<file path="config.mk">
export PLATFORM = sky130hd
export DESIGN_NAME = spi_host_ctrl
export DESIGN_NICKNAME = d
export VERILOG_FILES = /design/src/rtl/spi_host_pkg.sv /design/src/rtl/spi_clock_gen.sv /design/src/rtl/spi_host_ctrl.sv
export SDC_FILE = /design/constraint.sdc
export NUM_CORES = 1
export LEC_CHECK = 0
export BUFFER_PORTS_ARGS = -buffer_cell sky130_fd_sc_hd__buf_4
export CAP_MARGIN = 20
export CORE_MARGIN = 3
export CORE_UTILIZATION = 50
export DETAILED_ROUTE_END_ITERATION = 10
export PLACE_DENSITY = 0.69
export SLEW_MARGIN = 20
export SYNTH_ARGS = -nofsm -noshare
export SYNTH_HDL_FRONTEND = slang
export SYNTH_SLANG_ARGS = --single-unit
</file>
<file path="constraint.sdc">
create_clock -name mclk -period 1.77 [get_ports mclk]
set_input_delay 0.177 -clock mclk [delete_from_list [all_inputs] [get_ports mclk]]
set_output_delay 0.177 -clock mclk [all_outputs]
set_load 0.1 [all_outputs]
</file>
<file path="src/rtl/spi_host_pkg.sv">
`default_nettype none

package spi_host_pkg;

   // Command port of this controller.
   localparam logic [2:0] REG_CMD = 3'h0;
   localparam logic [2:0] REG_ADDR = 3'h1;
   localparam logic [2:0] REG_COUNT = 3'h2;
   localparam logic [2:0] REG_TX = 3'h3;
   localparam logic [2:0] REG_RX = 3'h4;
   localparam logic [2:0] REG_STATUS = 3'h5;
   localparam logic [2:0] REG_PAGE = 3'h6;
   localparam int CMD_GO_BIT = 0;

   // Link timing: half serial clock period in mclk cycles.
   localparam int SCLK_HALF_DEF = 6;
   localparam int SCLK_HALF_MIN = 3;
   localparam int SCLK_HALF_MAX = 255;

   // Device paging.
   localparam logic [7:0] PAGE_RESET = 8'h00;
   localparam logic [7:0] PAGE_LAST = 8'h04;
   localparam int SOFT_RESET_BIT = 0;

   // Device register map, page 0.
   localparam logic [6:0] PAGE_SELECT = 7'h00;
   localparam logic [6:0] SOFT_RESET_CTRL = 7'h01;
   localparam logic [6:0] SLEEP_CONTROL = 7'h02;
   localparam logic [6:0] SHUTDOWN_CONTROL = 7'h05;
   localparam logic [6:0] AUDIO_PORT_CFG_A = 7'h07;
   localparam logic [6:0] AUDIO_PORT_CFG_B = 7'h08;
   localparam logic [6:0] AUDIO_PORT_CFG_C = 7'h09;
   localparam logic [6:0] SLOT_ASSIGN_CH_ONE = 7'h0b;
   localparam logic [6:0] SLOT_ASSIGN_CH_TWO = 7'h0c;
   localparam logic [6:0] SLOT_ASSIGN_CH_THREE = 7'h0d;
   localparam logic [6:0] SLOT_ASSIGN_CH_FOUR = 7'h0e;
   localparam logic [6:0] SLOT_ASSIGN_CH_FIVE = 7'h0f;
   localparam logic [6:0] SLOT_ASSIGN_CH_SIX = 7'h10;
   localparam logic [6:0] SLOT_ASSIGN_CH_SEVEN = 7'h11;
   localparam logic [6:0] SLOT_ASSIGN_CH_EIGHT = 7'h12;
   localparam logic [6:0] CLOCK_MASTER_CFG_A = 7'h13;
   localparam logic [6:0] CLOCK_MASTER_CFG_B = 7'h14;
   localparam logic [6:0] BUS_CLOCK_MONITOR = 7'h15;
   localparam logic [6:0] CLOCK_SOURCE_CFG = 7'h16;
   localparam logic [6:0] DENSITY_INPUT_EDGE = 7'h20;
   localparam logic [6:0] PIN_IO_CFG_A = 7'h21;
   localparam logic [6:0] PIN_IO_CFG_B = 7'h22;
   localparam logic [6:0] PIN_IO_CFG_C = 7'h23;
   localparam logic [6:0] PIN_INPUT_CFG_A = 7'h24;
   localparam logic [6:0] PIN_INPUT_CFG_B = 7'h25;
   localparam logic [6:0] PIN_OUTPUT_VALUE = 7'h26;
   localparam logic [6:0] PIN_MONITOR_VALUE = 7'h27;
   localparam logic [6:0] IRQ_CONFIG = 7'h28;
   localparam logic [6:0] IRQ_MASK_A = 7'h29;
   localparam logic [6:0] IRQ_MASK_B = 7'h2a;
   localparam logic [6:0] IRQ_MASK_C = 7'h2b;
   localparam logic [6:0] IRQ_LATCHED_A = 7'h2c;
   localparam logic [6:0] DIAG_SUMMARY_LATCHED = 7'h2d;
   localparam logic [6:0] DIAG_LATCHED_CH_ONE = 7'h2e;
   localparam logic [6:0] DIAG_LATCHED_CH_TWO = 7'h2f;
   localparam logic [6:0] DIAG_LATCHED_CH_THREE = 7'h30;
   localparam logic [6:0] DIAG_LATCHED_CH_FOUR = 7'h31;
   localparam logic [6:0] IRQ_MASK_D = 7'h34;
   localparam logic [6:0] IRQ_LATCHED_B = 7'h35;
   localparam logic [6:0] IRQ_LATCHED_C = 7'h36;
   localparam logic [6:0] IRQ_LATCHED_D = 7'h37;
   localparam logic [6:0] MIC_SUPPLY_DIAG_A = 7'h38;

   typedef struct packed {
      logic hold;
      logic rd;
      logic go;
   } cmd_t;

   typedef struct packed {
      logic held;
      logic err;
      logic rx_full;
      logic tx_need;
      logic busy;
   } status_t;

endpackage

`default_nettype wire

</file>
<file path="src/rtl/spi_clock_gen.sv">
`default_nettype none

module spi_clock_gen
   import spi_host_pkg::*;
#(
   parameter int HALF_CYCLES = SCLK_HALF_DEF
) (
   input wire logic mclk,
   input wire logic rstn,
   input wire logic run,
   output logic sclk,
   output logic rise,
   output logic fall
);

   logic [7:0] cnt_r;
   logic half_done;

   if (HALF_CYCLES < SCLK_HALF_MIN || HALF_CYCLES > SCLK_HALF_MAX) begin : g_bad_half
      $error("HALF_CYCLES out of range");
   end

   assign half_done = run && cnt_r == 8'(HALF_CYCLES - 1);
   assign rise = half_done && !sclk;
   assign fall = half_done && sclk;

   // Stopping parks the clock low, so the link always idles low between bytes.
   always_ff @(posedge mclk or negedge rstn) begin
      if (!rstn) begin
         cnt_r <= 8'h00;
         sclk <= 1'b0;
      end else if (!run) begin
         cnt_r <= 8'h00;
         sclk <= 1'b0;
      end else if (half_done) begin
         cnt_r <= 8'h00;
         sclk <= ~sclk;
      end else begin
         cnt_r <= cnt_r + 8'h01;
      end
   end

   property p_clk_idle;
      @(posedge mclk) disable iff (!rstn)
      !run |=> !sclk;
   endproperty
   a_clk_idle: assert property (p_clk_idle) else $error("sclk not parked low");

endmodule

`default_nettype wire

</file>
<file path="src/rtl/spi_host_ctrl.sv">
`default_nettype none

module spi_host_ctrl
   import spi_host_pkg::*;
#(
   parameter int HALF_CYCLES = SCLK_HALF_DEF
) (
   input wire logic mclk,
   input wire logic rstn,
   input wire logic [2:0] addr,
   input wire logic [7:0] wr_data,
   input wire logic wr_en,
   input wire logic rd_en,
   output logic [7:0] rd_data,
   output logic sclk,
   output logic select_n,
   output logic mosi,
   input wire logic miso
);

   typedef enum logic [2:0] {
      S_IDLE,
      S_SETUP,
      S_SHIFT,
      S_STALL,
      S_END,
      S_GAP
   } state_t;

   state_t state_r;
   cmd_t cmd_r;
   status_t status;
   logic [6:0] reg_addr_r;
   logic [7:0] count_r, tx_r, rx_r, page_r, shift_r, sent_r, wait_r;
   logic [2:0] bit_r;
   logic tx_full_r, rx_full_r, err_r, run_r, is_cmd_r;
   logic miso_m_r, miso_s_r;
   logic rise, fall, go, start, reserved;
   logic wait_done, byte_done, data_done, load_cmd, load_data;
   logic rd_dir, tx_msb;
   logic [7:0] rx_next;

   if (HALF_CYCLES < SCLK_HALF_MIN || HALF_CYCLES > SCLK_HALF_MAX) begin : g_bad_half
      $error("HALF_CYCLES out of range");
   end

   spi_clock_gen #(
      .HALF_CYCLES(HALF_CYCLES)
   ) u_clk (
      .mclk(mclk),
      .rstn(rstn),
      .run(run_r),
      .sclk(sclk),
      .rise(rise),
      .fall(fall)
   );

   assign go = wr_en && addr == REG_CMD && wr_data[CMD_GO_BIT];
   // Only the page-select register stays reachable from a page beyond the last valid one.
   assign reserved = page_r > PAGE_LAST && reg_addr_r != PAGE_SELECT;
   assign start = state_r == S_IDLE && go && !reserved;
   assign wait_done = wait_r == 8'(HALF_CYCLES - 1);
   assign byte_done = fall && bit_r == 3'h7;
   assign data_done = byte_done && !is_cmd_r;
   assign load_cmd = state_r == S_SETUP && wait_done;
   assign load_data = state_r == S_STALL && count_r != 8'h00 && (rd_dir ? !rx_full_r : tx_full_r);
   assign rd_dir = cmd_r.rd;
   assign tx_msb = shift_r[7];
   assign rx_next = {shift_r[6:0], miso_s_r};

   always_ff @(posedge mclk or negedge rstn) begin
      if (!rstn) begin
         miso_m_r <= 1'b0;
         miso_s_r <= 1'b0;
      end else begin
         miso_m_r <= miso;
         miso_s_r <= miso_m_r;
      end
   end

   always_ff @(posedge mclk or negedge rstn) begin
      if (!rstn) begin
         state_r <= S_IDLE;
      end else begin
         case (state_r)
            S_IDLE: begin
               // A held select skips the command byte and continues the data stream.
               if (start) begin
                  state_r <= select_n ? S_SETUP : S_STALL;
               end
            end
            S_SETUP: begin
               if (wait_done) begin
                  state_r <= S_SHIFT;
               end
            end
            S_SHIFT: begin
               if (byte_done) begin
                  state_r <= S_STALL;
               end
            end
            S_STALL: begin
               if (count_r == 8'h00) begin
                  state_r <= cmd_r.hold ? S_IDLE : S_END;
               end else if (load_data) begin
                  state_r <= S_SHIFT;
               end
            end
            S_END: begin
               if (wait_done) begin
                  state_r <= S_GAP;
               end
            end
            S_GAP: begin
               if (wait_done) begin
                  state_r <= S_IDLE;
               end
            end
            default: begin
               state_r <= S_IDLE;
            end
         endcase
      end
   end

   always_ff @(posedge mclk or negedge rstn) begin
      if (!rstn) begin
         wait_r <= 8'h00;
      end else if ((state_r == S_SETUP || state_r == S_END || state_r == S_GAP) && !wait_done) begin
         wait_r <= wait_r + 8'h01;
      end else begin
         wait_r <= 8'h00;
      end
   end

   // A read simply stops being clocked after the counted bytes, and select rises unless the hold bit was set.
   always_ff @(posedge mclk or negedge rstn) begin
      if (!rstn) begin
         select_n <= 1'b1;
      end else if (start) begin
         select_n <= 1'b0;
      end else if (state_r == S_END && wait_done) begin
         select_n <= 1'b1;
      end
   end

   always_ff @(posedge mclk or negedge rstn) begin
      if (!rstn) begin
         cmd_r <= '0;
      end else if (start) begin
         cmd_r.hold <= wr_data[2];
         cmd_r.rd <= select_n ? wr_data[1] : cmd_r.rd;
         cmd_r.go <= 1'b0;
      end
   end

   always_ff @(posedge mclk or negedge rstn) begin
      if (!rstn) begin
         run_r <= 1'b0;
      end else if (load_cmd || load_data) begin
         run_r <= 1'b1;
      end else if (byte_done) begin
         run_r <= 1'b0;
      end
   end

   always_ff @(posedge mclk or negedge rstn) begin
      if (!rstn) begin
         is_cmd_r <= 1'b0;
      end else if (load_cmd) begin
         is_cmd_r <= 1'b1;
      end else if (load_data) begin
         is_cmd_r <= 1'b0;
      end
   end

   // A read loads zeros for MOSI, so all eight MOSI bits of a read byte are zero, while the register byte arrives on MISO.
   always_ff @(posedge mclk or negedge rstn) begin
      if (!rstn) begin
         shift_r <= 8'h00;
         sent_r <= 8'h00;
         bit_r <= 3'h0;
      end else if (load_cmd) begin
         shift_r <= {reg_addr_r, cmd_r.rd};
         bit_r <= 3'h0;
      end else if (load_data) begin
         shift_r <= rd_dir ? 8'h00 : tx_r;
         sent_r <= tx_r;
         bit_r <= 3'h0;
      end else if (fall) begin
         // MISO settles after the rising edge, so it is taken at the falling edge.
         shift_r <= rx_next;
         bit_r <= bit_r + 3'h1;
      end
   end

   always_ff @(posedge mclk or negedge rstn) begin
      if (!rstn) begin
         mosi <= 1'b0;
      end else if (rise) begin
         mosi <= tx_msb;
      end
   end

   always_ff @(posedge mclk or negedge rstn) begin
      if (!rstn) begin
         reg_addr_r <= PAGE_SELECT;
      end else if (data_done) begin
         reg_addr_r <= reg_addr_r + 7'h01;
      end else if (state_r == S_IDLE && select_n && wr_en && addr == REG_ADDR) begin
         reg_addr_r <= wr_data[6:0];
      end
   end

   always_ff @(posedge mclk or negedge rstn) begin
      if (!rstn) begin
         count_r <= 8'h00;
      end else if (data_done) begin
         count_r <= count_r - 8'h01;
      end else if (state_r == S_IDLE && wr_en && addr == REG_COUNT) begin
         count_r <= wr_data;
      end
   end

   always_ff @(posedge mclk or negedge rstn) begin
      if (!rstn) begin
         tx_r <= 8'h00;
         tx_full_r <= 1'b0;
      end else if (wr_en && addr == REG_TX) begin
         tx_r <= wr_data;
         tx_full_r <= 1'b1;
      end else if (load_data && !rd_dir) begin
         tx_full_r <= 1'b0;
      end
   end

   always_ff @(posedge mclk or negedge rstn) begin
      if (!rstn) begin
         rx_r <= 8'h00;
         rx_full_r <= 1'b0;
      end else if (data_done && rd_dir) begin
         rx_r <= rx_next;
         rx_full_r <= 1'b1;
      end else if (rd_en && addr == REG_RX) begin
         rx_full_r <= 1'b0;
      end
   end

   // Shadow of the device page, kept so that reserved pages can be refused.
   // TX may be refilled while a byte shifts, so the shadow follows the byte really sent.
   always_ff @(posedge mclk or negedge rstn) begin
      if (!rstn) begin
         page_r <= PAGE_RESET;
      end else if (data_done && !rd_dir && reg_addr_r == PAGE_SELECT) begin
         page_r <= sent_r;
      end else if (data_done && !rd_dir && reg_addr_r == SOFT_RESET_CTRL &&
                   page_r == PAGE_RESET && sent_r[SOFT_RESET_BIT]) begin
         page_r <= PAGE_RESET;
      end
   end

   always_ff @(posedge mclk or negedge rstn) begin
      if (!rstn) begin
         err_r <= 1'b0;
      end else if (state_r == S_IDLE && go && reserved) begin
         err_r <= 1'b1;
      end else if (wr_en && addr == REG_STATUS) begin
         err_r <= 1'b0;
      end
   end

   assign status.held = !select_n && state_r == S_IDLE;
   assign status.err = err_r;
   assign status.rx_full = rx_full_r;
   assign status.tx_need = state_r == S_STALL && !rd_dir && count_r != 8'h00 && !tx_full_r;
   assign status.busy = state_r != S_IDLE;

   always_ff @(posedge mclk or negedge rstn) begin
      if (!rstn) begin
         rd_data <= 8'h00;
      end else if (rd_en) begin
         case (addr)
            REG_CMD: rd_data <= {5'h00, cmd_r};
            REG_ADDR: rd_data <= {1'b0, reg_addr_r};
            REG_COUNT: rd_data <= count_r;
            REG_RX: rd_data <= rx_r;
            REG_STATUS: rd_data <= {3'h0, status};
            REG_PAGE: rd_data <= page_r;
            default: rd_data <= 8'h00;
         endcase
      end else begin
         rd_data <= 8'h00;
      end
   end

   property p_sel_first;
      @(posedge mclk) disable iff (!rstn)
      $fell(select_n) |-> !sclk [*3];
   endproperty
   a_sel_first: assert property (p_sel_first) else $error("clock moved right after select fell");

   property p_idle_low;
      @(posedge mclk) disable iff (!rstn)
      select_n |-> !sclk && !run_r;
   endproperty
   a_idle_low: assert property (p_idle_low) else $error("clock active while deselected");

   property p_mosi_rise;
      @(posedge mclk) disable iff (!rstn)
      rise |=> mosi == $past(tx_msb) && sclk;
   endproperty
   a_mosi_rise: assert property (p_mosi_rise) else $error("mosi not set at rising edge");

   property p_cmd_load;
      @(posedge mclk) disable iff (!rstn)
      load_cmd |=> shift_r == {$past(reg_addr_r), $past(rd_dir)} && is_cmd_r && run_r;
   endproperty
   a_cmd_load: assert property (p_cmd_load) else $error("bad command byte");

   property p_write_data;
      @(posedge mclk) disable iff (!rstn)
      load_data && !rd_dir |=> shift_r == $past(tx_r) && !is_cmd_r;
   endproperty
   a_write_data: assert property (p_write_data) else $error("bad write byte");

   property p_held_low;
      @(posedge mclk) disable iff (!rstn)
      state_r == S_STALL |-> !select_n;
   endproperty
   a_held_low: assert property (p_held_low) else $error("select rose mid transfer");

   property p_rx_capture;
      @(posedge mclk) disable iff (!rstn)
      data_done && rd_dir |=> rx_full_r && rx_r == $past(rx_next);
   endproperty
   a_rx_capture: assert property (p_rx_capture) else $error("read byte lost");

   property p_step;
      @(posedge mclk) disable iff (!rstn)
      data_done |=> reg_addr_r == $past(reg_addr_r) + 7'h01 && count_r == $past(count_r) - 8'h01;
   endproperty
   a_step: assert property (p_step) else $error("address did not step");

   property p_page;
      @(posedge mclk) disable iff (!rstn)
      data_done && !rd_dir && reg_addr_r == PAGE_SELECT |=> page_r == $past(sent_r);
   endproperty
   a_page: assert property (p_page) else $error("page shadow not updated");

   property p_refuse;
      @(posedge mclk) disable iff (!rstn)
      state_r == S_IDLE && go && reserved |=> err_r && state_r == S_IDLE && !run_r;
   endproperty
   a_refuse: assert property (p_refuse) else $error("reserved page access not refused");

   property p_end_release;
      @(posedge mclk) disable iff (!rstn)
      state_r == S_STALL && count_r == 8'h00 && !cmd_r.hold |-> ##[1:300] select_n;
   endproperty
   a_end_release: assert property (p_end_release) else $error("select never released");

   c_write: cover property (@(posedge mclk) disable iff (!rstn) data_done && !rd_dir);
   c_read: cover property (@(posedge mclk) disable iff (!rstn) data_done && rd_dir);
   c_held: cover property (@(posedge mclk) disable iff (!rstn) status.held);
   c_page: cover property (@(posedge mclk) disable iff (!rstn) $changed(page_r));

endmodule

`default_nettype wire

</file>
After elaboration in Yosys (flattened, before gate mapping)
Index checks and enable logic that the tools add are counted.
{ "word_totals": {"output_inout_bits": 11, "inputBits": 16, "reg_bits": 97, "word_cells": 164} }
{ "op_classes": {"bitwise": 2, "n_lt_le_gt_ge": 1, "mux": 43, "n_eq_ne": 22, "add_sub_neg": 5, "n_reduce_logical": 67} }
{ "op_table": {"columns": ["cell", "n"], "rows": [
  ["8-bit two-way mux", 12],
  ["8-bit case mux with 6 select lines", 1],
  ["1-bit logical AND", 35],
  ["3-bit two-way mux", 11],
  ["3-bit == test, second input constant", 6],
  ["3-bit case mux with 6 select lines", 1],
  ["2-bit nonzero test", 9],
  ["8-bit by 1-bit adder with 8-bit output, second input constant", 2],
  ["8-bit by 3-bit == test with 1-bit output, second input constant", 2],
  ["8-bit zero test", 2],
  ["1-bit two-way mux", 15],
  ["7-bit two-way mux", 2],
  ["3-bit by 2-bit == test with 1-bit output, second input constant", 4],
  ["2-bit != test, second input constant", 5],
  ["8-bit by 3-bit > comparator with 1-bit output, second input constant", 1],
  ["1-bit zero test", 8],
  ["8-bit nonzero test", 1],
  ["8-bit by 1-bit subtractor with 8-bit output, second input constant", 1],
  ["7-bit by 1-bit adder with 7-bit output, second input constant", 1],
  ["7-bit by 1-bit == test with 1-bit output, second input constant", 1],
  ["7-bit zero test", 1],
  ["7-bit nonzero test", 1],
  ["3-bit by 1-bit == test with 1-bit output, second input constant", 2],
  ["3-bit zero test", 2],
  ["other kinds (9)", 14]
]} }

Longest topological paths before layout
Gate-level depths: netlist of the first run.
{ "logic_depth": {"depth_word": 11, "ltp_mapped": 8, "mapped_depth_nobuf": 7} }

By module
Synthesis of the first run repeated with hierarchy kept, for this count alone.
{ "hier_totals": {"hier_cells": 470, "area_unflattened_um2": 4850.9} }
{ "modules_own_cells": {"columns": ["mod", "seq_area_each_um2", "cells_each", "area_per_inst_um2", "instances"], "rows": [
  ["spi_host_ctrl", 2203.4, 424, 4400.5, 1],
  ["spi_clock_gen", 225.2, 46, 450.4, 1]
]} }

Worst setup path after synthesis of the first run
No wires, ideal clock.
{ "synth_path": {"kind": "flip-flop to flip-flop", "start": "register u_clk.sclk", "end": "register page_r[1]", "stages_incl_launch_ff": 7, "required_ns": 1.649, "arrival_ns": 2.161, "setup_ns": 0.121, "period_less_slack_ns": 2.282, "n_path_buf": 1, "path_slack_ns": -0.512, "path_cell_list": "dfrtp_1 > and4b_1 > and3_1 > nand4b_1 > or2_1 > buf_2 > a22o_1"} }
{ "synth_via": {"elab_chain_len": 8, "word_cells_on_any_way": 10, "classes_between": "1 x mux; 9 x reduce/logical"} }
{ "synth_rtl": {"columns": ["item", "line_no", "rtl"], "rows": [
  ["start: declaration", "spi_clock_gen.sv:11", "output logic sclk,"],
  ["start signal: assignment", "spi_clock_gen.sv:37", "sclk <= ~sclk;"],
  ["1-bit logical AND *", "spi_clock_gen.sv:25", "assign fall = half_done && sclk;"],
  ["1-bit logical AND *", "spi_host_ctrl.sv:63", "assign byte_done = fall && bit_r == 3'h7;"],
  ["1-bit logical AND *", "spi_host_ctrl.sv:64", "assign data_done = byte_done && !is_cmd_r;"],
  ["1-bit logical AND *", "spi_host_ctrl.sv:254, spi_host_ctrl.sv:256", null],
  ["1-bit logical AND (2 in a row)", "spi_host_ctrl.sv:256", "end else if (data_done && !rd_dir && reg_addr_r == SOFT_RESET_CTRL &&"],
  ["1-bit logical AND", "spi_host_ctrl.sv:257", "page_r == PAGE_RESET && sent_r[SOFT_RESET_BIT]) begin"],
  ["2-bit nonzero test (no line)", null, null],
  ["end signal: assignment", "spi_host_ctrl.sv:255", "page_r <= sent_r;"],
  ["end: declaration", "spi_host_ctrl.sv:34", "logic [7:0] count_r, tx_r, rx_r, page_r, shift_r, sent_r, wait_r;"]
]} }
Every way passes the cells marked *; elsewhere a longest branch is shown, timed or not.
A chain may end at the register's enable or synchronous reset.

Worst setup path after layout of the first run
{ "layout_path": {"start": "register bit_r[1]", "end": "register page_r[3]"} }
{ "layout_via": {"elab_chain_len": 8, "word_cells_on_any_way": 10, "classes_between": "1 x eq/ne; 1 x mux; 8 x reduce/logical"} }
{ "layout_rtl": {"columns": ["item", "line_no", "rtl"], "rows": [
  ["start: declaration", "spi_host_ctrl.sv:35", "logic [2:0] bit_r;"],
  ["start signal: assignment", "spi_host_ctrl.sv:193", "bit_r <= bit_r + 3'h1;"],
  ["3-bit == test *", "spi_host_ctrl.sv:63", null],
  ["1-bit logical AND *", "spi_host_ctrl.sv:63", null],
  ["1-bit logical AND *", "spi_host_ctrl.sv:64", null],
  ["1-bit logical AND *", "spi_host_ctrl.sv:254, spi_host_ctrl.sv:256", null],
  ["1-bit logical AND (2 in a row)", "spi_host_ctrl.sv:256", null],
  ["1-bit logical AND", "spi_host_ctrl.sv:257", null],
  ["2-bit nonzero test (no line)", null, null]
]} }
Marked as above.

==> metrics.cfg, run 1 <==
[logic_synthesis]
synth.largest_area_cell=dfrtp_1
synth.avg_cell_area_um2=10.6
yosysSeqAreaShare=0.511
synth_cell_types=59
netlist_area_um2=4760
synth_flop_cell=dfrtp_1
synth_common_cells=dfrtp_1, nor2_1, mux2_2, nand2_1, o21ai_0
syn_inst=449
synth.most_common_cell=dfrtp_1
syn_nets=475
yosysWarnings=0
ys_seq_elements=97
netlist.area_leader.share=0.505
synth_edf_count=0
synth_top_cells_by_area=dfrtp_1, mux2_2, nor2_1, ha_1, o21ai_0
async_flop_share=1.00

[floorplanning]
row_count=34
io_pins=27
core_area_um2=8980
start_util=0.530
die_x_um=104
die_area_um2=10700
die_y_um=104

[cells_and_area]
fin_nets=594
syn_to_final_growth_pct=35.0
drive_above_1_share=0.406
fin_cells=697
n_antenna_cell=0

[power]
p_sw_uw=955
p_leak_nw=3.08
share_comb_of_total_power=0.067
ir_drop_v=0.000572
power_per_cell_area_nw_per_um2=598
seq_power_share=0.603
power_frac_clock=0.330
p_int_mw=2.89
total_power_mw=3.84
sw_frac_of_total=0.249

[placement]
dpl.hpwl_mm=9.01
gp_congestion=0.941
portBuffers=26
dpl.cell_count=657

[critical_path]
worst-path-max-fanout=8
reg2reg_slack_ns=-0.16
cp.required_ns=2.02
path_class=reg2reg
reg2reg_depth=7
r2r-end=page_r[3]
endpoint=page_r[3]
worst_ep_arrival_time_ns=2.18
crit_path_end_kind=register
timing.rr.start=bit_r[1]
cp-start-kind=register
timing.critical_path.from=bit_r[1]

[timing]
maxSlewViolCount=0
fmax_mhz=517
tightest_slew_ns=0.442
finalSetupViolations=41
min_period_ns=1.93
fin_crit_sh=1.09
slew-limit-headroom=0.706
hold_viol_final=0
setup_ws_ns=-0.162
skew_ns=0.0115
rsz0062_at_grt=yes

[grt]
grt_max_degree=42
grt_pass1_vias=3997
grt_overflow_total=0
antenna_found_initial=0
grt_usage=0.240
grt_pass1_wl_mm=20.4

[cts]
cts_tree=done
clk_path_buf_depth=2
cts_inserted_buffers=9
cts_root_buf=clkbuf_8
clock_latency_ns=0.36
clk_transition_reported_paths_ns=0.09
cts_max_level=3
cts_sinks=97

[run_status]
status=finished, violations left
violations=negative setup slack

[routing]
wl_per_cell_um=19.0
wirelength_mm=13.3
vias_per_cell=5.82
post-route-drc-count=0
ant_nets=0
drt_first_iter_violations=230
drt_pre_antenna_iters=4
vias=4055

[hold_path]
hp-class=in2reg

[flow_run]
maxCapViolCount=0

==> cells by family after synthesis <==
family          count (synthesis)  synth area share
compound gates                104             0.155
fa+ha+maj                      10            0.0263
simple gates                  149             0.161
xor+xnor                       14            0.0258
mux                            40            0.0915
flops                          97             0.511
buf+inv                        35            0.0297
==> power groups by stage <==
stage	Sequential [mW]	Clock [mW]	Combinational (mW)
finish	2.32	1.27	0.257
global route	2.32	1.40	0.278
CTS	2.30	1.30	0.257
detailed placement	2.35	0	0.252
global placement	2.35	0	0.249
floorplan	2.37	0	0.0811
==> metal layers <==
metal,track usage,routed length [um],vias to the layer above
li1,-,-,1868
met1,0.317,5700,2029
met2,0.380,6390,128
met3,0.0597,783,30
met4,0.102,386,0
met5,0,0,-
==> cell type report <==
type,instances,area (um2)
Inverter,17,63.8
Clock buffer,11,141
Clock inverter,3,18.8
Sequential cell,97,2440
Timing Repair Buffer,125,1030
Multi-Input combinational cell,318,2570
Fill cell,624,2550
Tap cell,126,158
==> repair_timing <==
action | CTS | global route
hold buffers | 2 | 0
setup endpoints to repair | 50 | 65
pin swaps | 13 | 18
resized for setup | 40 | 64
buffers inserted | 12 | 11
gates cloned | 3 | 1
endpoints found under the hold margin | 24 | 0
==> placed cells by master (no fill, tap or decap), types with 7 or more instances in the layout <==
cell      instances
clkbuf_8         10
a21oi_1           8
nor2_1           45
a22oi_2           8
inv_1            15
xor2_1           10
mux2i_1          12
a22o_1            9
buf_6            11
and3_1            8
nand2_1          23
nand3_1          17
buf_4           108
o21ai_1           8
mux2_4            8
o21ai_0          14
dfrtp_1          94
ha_1              7
mux2_2           20
==> sequential cells by signal, summed over array words and instances, names as in the netlist, 3 cells and up <==
name	count
tx_r	8
u_clk.cnt_r	8
sent_r	8
state_r	3
shift_r	8
rd_data	8
bit_r	3
page_r	8
wait_r	8
count_r	8
rx_r	8
reg_addr_r	7
==> worst min-delay path by stage <==
stage	start	endpoint	slack [ns]	cells after the start
3_3_place_gp	rstn	count_r[2]	0.11	1
3_5_place_dp	rstn	count_r[2]	0.12	1
5_1_grt	wr_data[5]	count_r[5]	0.08	3
6_report	wr_data[4]	count_r[4]	0.08	3
2_1_floorplan	rstn	bit_r[0]	-0.12	0
4_1_cts	wr_data[5]	count_r[5]	0.06	3
==> worst max-delay path, cell delays in order (launching register included) <==
cell	delay, ns
dfrtp_1	0.37
ha_2	0.19
ha_4	0.13
and4b_1	0.22
and3_4	0.21
nand4b_1	0.15
or2_4	0.31
a22o_1	0.24
==> metrics by stage <==
| step | setup WS, ns | setup TNS (ns) | hold slack, ns | area [um2] | utilization |
|---|---|---|---|---|---|
| floorplan | -0.0933 | -1.23 | -0.119 | 4800 | - |
| global placement | -0.131 | -2.75 | 0.111 | 5660 | 0.631 |
| detailed placement | -0.181 | -4.84 | 0.116 | 5660 | 0.631 |
| CTS | -0.125 | -1.56 | 0.0644 | 6090 | 0.678 |
| global route | -0.199 | -4.58 | 0.0819 | 6420 | 0.716 |
| finish | -0.162 | -2.65 | 0.0803 | 6420 | 0.716 |
Power figures use the tool's default switching activity.
==> inputs of run 2 (changes only) <==
--- a/config.mk
+++ b/config.mk
@@ -5,12 +5,13 @@
 export SDC_FILE = /design/constraint.sdc
 export NUM_CORES = 1
 export LEC_CHECK = 0
-export BUFFER_PORTS_ARGS = -buffer_cell sky130_fd_sc_hd__buf_4
+export BUFFER_PORTS_ARGS = -buffer_cell sky130_fd_sc_hd__buf_2
 export CAP_MARGIN = 20
 export CORE_MARGIN = 3
 export CORE_UTILIZATION = 50
 export DETAILED_ROUTE_END_ITERATION = 10
 export PLACE_DENSITY = 0.69
+export SKIP_CTS_REPAIR_TIMING = 1
 export SLEW_MARGIN = 20
 export SYNTH_ARGS = -nofsm -noshare
 export SYNTH_HDL_FRONTEND = slang
==> run 2 against run 1 <==
The flow still finishes with violations (negative setup slack). Clock-buffer cell count did not move. Flip-flop and latch count did not move. Non-clock buffer count fell by 12. Clock skew barely moved. Combinational power fell by 6%. Register-to-register slack barely moved. Largest cell class unchanged.
==> metrics.cfg, run 2 (same netlist as run 1, synthesis figures left out) <==
[critical_path]
cp-start-kind=register
slowest_delay_ns=0.37
crit_path_end_kind=register
crit_path_cell_trace=ha_2, ha_4, and4b_1, and3_4, nand4b_1, or2_4, a22o_1
path_buf_inv=0
cp.required_ns=2.02
cp_slowest_cell=dfrtp_1
cp_top_family=simple AND/OR/NAND/NOR gates
worst_ep_arrival_time_ns=2.19
worst-path-max-fanout=8
path_class=reg2reg

[timing]
setup_ws_ns=-0.169
skew_ns=0.0119
maxSlewViolCount=0
tightest_slew_ns=0.489
finalSetupViolations=30
slew-limit-headroom=0.676
hold_viol_final=0
min_period_ns=1.94
fin_crit_sh=1.10
rsz0062_at_grt=yes
fmax_mhz=516

[cts]
clock_latency_ns=0.36
cts_root_buf=clkbuf_8
clk_transition_reported_paths_ns=0.09
clk_path_buf_depth=2
cts_max_level=3
cts_inserted_buffers=9
cts_sinks=97
cts_tree=done

[floorplanning]
die_area_um2=10700
start_util=0.530
io_pins=27
core_area_um2=8980
die_x_um=104
die_y_um=104
row_count=34

[run_status]
status=finished, violations left
violations=negative setup slack

[grt]
met2_usage=0.355
grt-busiest-layer=met2
grt_pass1_wl_mm=19.4
antenna_found_initial=0
grt_max_degree=45
grt_pass1_vias=3735
grt_usage=0.227
grt_overflow_total=0
use_met3=0.0535
grt.met1_usage=0.319

[cells_and_area]
final_common_cell=dfrtp_1
n_antenna_cell=0
final_util=0.693
drive_above_1_share=0.367
layout_common_cells=dfrtp_1, buf_4, nor2_1
fin_nets=582
syn_to_final_growth_pct=30.8
fin_cells=687

[routing]
vias_per_cell=5.83
drt_first_iter_violations=354
wl_per_cell_um=18.8
post-route-drc-count=0
drt_pre_antenna_iters=4
ant_nets=0
wirelength_mm=12.9
vias=4007

[hold_path]
hp-class=in2reg

[flow_run]
maxCapViolCount=0

[placement]
dpl.hpwl_mm=9.01
gp_congestion=0.947
dpl.cell_count=656
portBuffers=26

[power]
power_per_cell_area_nw_per_um2=650
p_leak_nw=2.96
ir_drop_v=0.000417

run 2: cell count changes in the layout (fill, tap and decap cells not counted), sizes merged:
cell	delta
clkinvlp	+2
buf	-12
clkinv	-2
inv	+1
bufinv	+1
run 2: stage by stage:
stage | hold slack (ns) | TNS (ns) | cell area [um2] | worst slack [ns] | total power [mW]
2_1_floorplan | -0.119 | -1.23 | 4800 | -0.0933 | 2.45
3_3_place_gp | 0.145 | -2.30 | 5590 | -0.141 | 2.58
3_5_place_dp | 0.145 | -4.22 | 5590 | -0.209 | 2.58
4_1_cts | -0.257 | -5.73 | 5800 | -0.237 | 4.06
5_1_grt | 0.0966 | -6.31 | 6220 | -0.246 | 4.20
6_report | 0.107 | -3.25 | 6220 | -0.169 | 4.05
run 2: final cells by class:
| cell class | count | area (um2) |
|---|---|---|
| Multi-Input combinational cell | 318 | 2480 |
| Timing Repair Buffer | 113 | 877 |
| Clock buffer | 11 | 141 |
| Clock inverter | 5 | 62.6 |
| Sequential cell | 97 | 2440 |
| Inverter | 17 | 63.8 |
| Fill cell | 657 | 2750 |
| Tap cell | 126 | 158 |
run 2: final timing paths:
check	from	end	slack (ns)	cells past startpoint
worst max-delay path	bit_r[1]	page_r[5]	-0.17	7
worst min-delay path	rd_en	rd_data[4]	0.11	2
worst max register to register	bit_r[1]	page_r[5]	-0.17	7
worst min register to register	miso_m_r	miso_s_r	0.36	0
max in group asynchronous	rstn	u_clk.sclk	0.78	3
min in group asynchronous	rstn	count_r[5]	0.28	2
run 2: power breakdown:
part	internal, mW	total [mW]	switching, mW
combinational	0.0767	0.241	0.165
sequential	2.26	2.30	0.0421
clock	0.701	1.50	0.800
run 2: routing by layer:
metal / share of wire / vias to the layer above
met1: 0.45 / 1990
met4: 0.026 / 0
met2: 0.47 / 148
li1: - / 1843
met3: 0.060 / 26
met5: 0 / -
run 2: worst reg2reg max path, delay by kind of cell, from the launching register on:
kind	cells	cell delay, ns
compound gates	1	0.22
fa+ha+maj	2	0.33
flops	1	0.37
simple gates	4	0.92
==> inputs of run 3 (changes only) <==
--- a/config.mk
+++ b/config.mk
@@ -5,6 +5,7 @@
 export SDC_FILE = /design/constraint.sdc
 export NUM_CORES = 1
 export LEC_CHECK = 0
+export ABC_AREA = 1
 export BUFFER_PORTS_ARGS = -buffer_cell sky130_fd_sc_hd__buf_2
 export CAP_MARGIN = 20
 export CORE_MARGIN = 3
==> run 3 against run 2 <==
The run now ends clean. Hold slack worse by 0.025 ns. First-iteration DRC count up 4.8%. Critical path depth increased by 3. Clock skew fell by 0.0076 ns. Setup slack improved by 0.22 ns. Via count increased by 16%. Sequential power rose by 43%. Cell count increased by 23%. Clock-buffer cell count fell by 2. Total power rose by 94%. Sequential share of layout area is 0.91 points higher. Synthesized area grew 8.1%. Highest routed layer unchanged.
==> metrics.cfg, run 3 <==
[floorplanning]
row_count=36
core_area_um2=9910
io_pins=27
die_y_um=107
die_x_um=107
die_area_um2=11500
start_util=0.519

[power]
p_leak_nw=3.07
ir_drop_v=0.000613
total_power_mw=7.86
power_per_cell_area_nw_per_um2=1300

[critical_path]
path_class=reg2reg
r2r-end=reg_addr_r[4]
cp-start-kind=register
worst_ep_arrival_time_ns=1.97
reg2reg_slack_ns=0.05
crit_path_end_kind=register
worst-path-max-fanout=7
timing.rr.start=u_clk.cnt_r[1]
cp.required_ns=2.02
reg2reg_depth=10

[grt]
grt_pass1_vias=4279
grt_usage=0.240
grt_overflow_total=0
grt_max_degree=98
grt_pass1_wl_mm=21.4
antenna_found_initial=0

[routing]
drt_pre_antenna_iters=5
post-route-drc-count=0
vias=4641
wl_per_cell_um=15.8
wirelength_mm=13.3
ant_nets=0
vias_per_cell=5.50
drt_first_iter_violations=371

[logic_synthesis]
synth.most_common_cell=nand2_1
synth_top_cells_by_area=dfrtp_1, nand2_1, nand3_1, inv_1, nor2_1
synth_common_cells=nand2_1, dfrtp_1, nand3_1
synth.avg_cell_area_um2=8.04
async_flop_share=1.00
synth_edf_count=0
synth.largest_area_cell=dfrtp_1
netlist_area_um2=5140
synth_cell_types=44
yosysWarnings=0
syn_nets=666
syn_inst=640
netlist.area_leader.share=0.467
synth_flop_cell=dfrtp_1
yosysSeqAreaShare=0.472
ys_seq_elements=97

[placement]
gp_congestion=0.972
portBuffers=26
dpl.hpwl_mm=9.63
dpl.cell_count=815

[timing]
fin_crit_sh=0.971
maxSlewViolCount=0
fmax_mhz=582
hold_viol_final=0
min_period_ns=1.72
skew_ns=0.00423
tightest_slew_ns=0.678
setup_tns_ns=0
slew-limit-headroom=0.548
finalSetupViolations=0
rsz0062_at_grt=yes
fin_hold_ws_ns=0.0820

[cells_and_area]
num-fill-cells=881
final_util=0.612
n_antenna_cell=0
final_common_cell=nand2_1
fin_nets=733
fin_cells=844
drive_above_1_share=0.210
layout_common_cells=nand2_1, dfrtp_1, nand3_1
syn_to_final_growth_pct=17.9

[cts]
cts_sinks=97
clk_transition_reported_paths_ns=0.09
cts_max_level=3
cts_root_buf=clkbuf_8
clk_path_buf_depth=2
cts_inserted_buffers=9
clock_latency_ns=0.37
cts_tree=done

[hold_path]
hp-class=in2reg
hold_start=wr_data[5]
whs_path_depth=3
min_to=reg_addr_r[5]

[flow_run]
maxCapViolCount=0

[run_status]
status=complete, no violations

[run 3: metal layers]
| metal | vias up | wire length [um] | share of wire | GRT usage |
|---|---|---|---|---|
| li1 | 2237 | - | - | - |
| met1 | 2163 | 6070 | 0.46 | 0.351 |
| met2 | 209 | 5900 | 0.44 | 0.354 |
| met3 | 32 | 1020 | 0.076 | 0.0522 |
| met4 | 0 | 344 | 0.026 | 0.0821 |
| met5 | - | 0 | 0 | 0 |
[run 3: power by group]
part | switching (mW) | internal, mW
clock | 0.769 | 0.495
combinational | 2.18 | 1.14
sequential | 0.519 | 2.76
[run 3: kinds of logic after synthesis]
family                     Yosys count  share of synthesized area
and+or+nand+nor                    375                      0.340
DFF                                 97                      0.472
muxes                                4                    0.00876
AOI/OAI and AO/OA                   60                     0.0667
adders and majority gates           10                     0.0243
buffers and inverters               85                     0.0732
xor gates and xnor gates             9                     0.0153
[run 3: per-stage QoR]
| step | cell area, um2 | setup slack, ns |
|---|---|---|
| 6_report | 6060 | 0.0506 |
| 5_1_grt | 6060 | -0.0614 |
| 4_1_cts | 5750 | -0.0163 |
| 3_5_place_dp | 5590 | -0.00274 |
| 3_3_place_gp | 5590 | 0.0640 |
| 2_1_floorplan | 5140 | 0.0432 |
[run 3: how the worst max path moves through the flow]
stage / from / end / slack [ns] / cells after the start
finish: u_clk.cnt_r[1] / reg_addr_r[4] / 0.05 / 10
detailed placement: u_clk.cnt_r[1] / count_r[7] / -0.003 / 10
global route: u_clk.cnt_r[1] / count_r[0] / -0.06 / 10
floorplan: select_n / reg_addr_r[2] / 0.04 / 5
global placement: count_r[0] / shift_r[1] / 0.06 / 12
CTS: u_clk.cnt_r[1] / count_r[7] / -0.02 / 10
[run 3: worst max-delay path, stage by stage, from the launching register on]
cell	delay (ns)
dfrtp_1	0.40
inv_1	0.06
ha_1	0.15
nand3_2	0.09
nor2_4	0.17
nand3_4	0.13
nor2_4	0.15
buf_12	0.16
nand2_8	0.09
nand3_2	0.09
nand3_1	0.09
[run 3: cell type report]
class | instances | area (um2) | share of cell area
Clock inverter | 6 | 36.3 | 0.00598
Clock buffer | 9 | 124 | 0.0204
Tap cell | 133 | 166 | 0.0274
Timing Repair Buffer | 67 | 498 | 0.0821
Inverter | 70 | 265 | 0.0437
Multi-Input combinational cell | 462 | 2540 | 0.420
Sequential cell | 97 | 2430 | 0.401
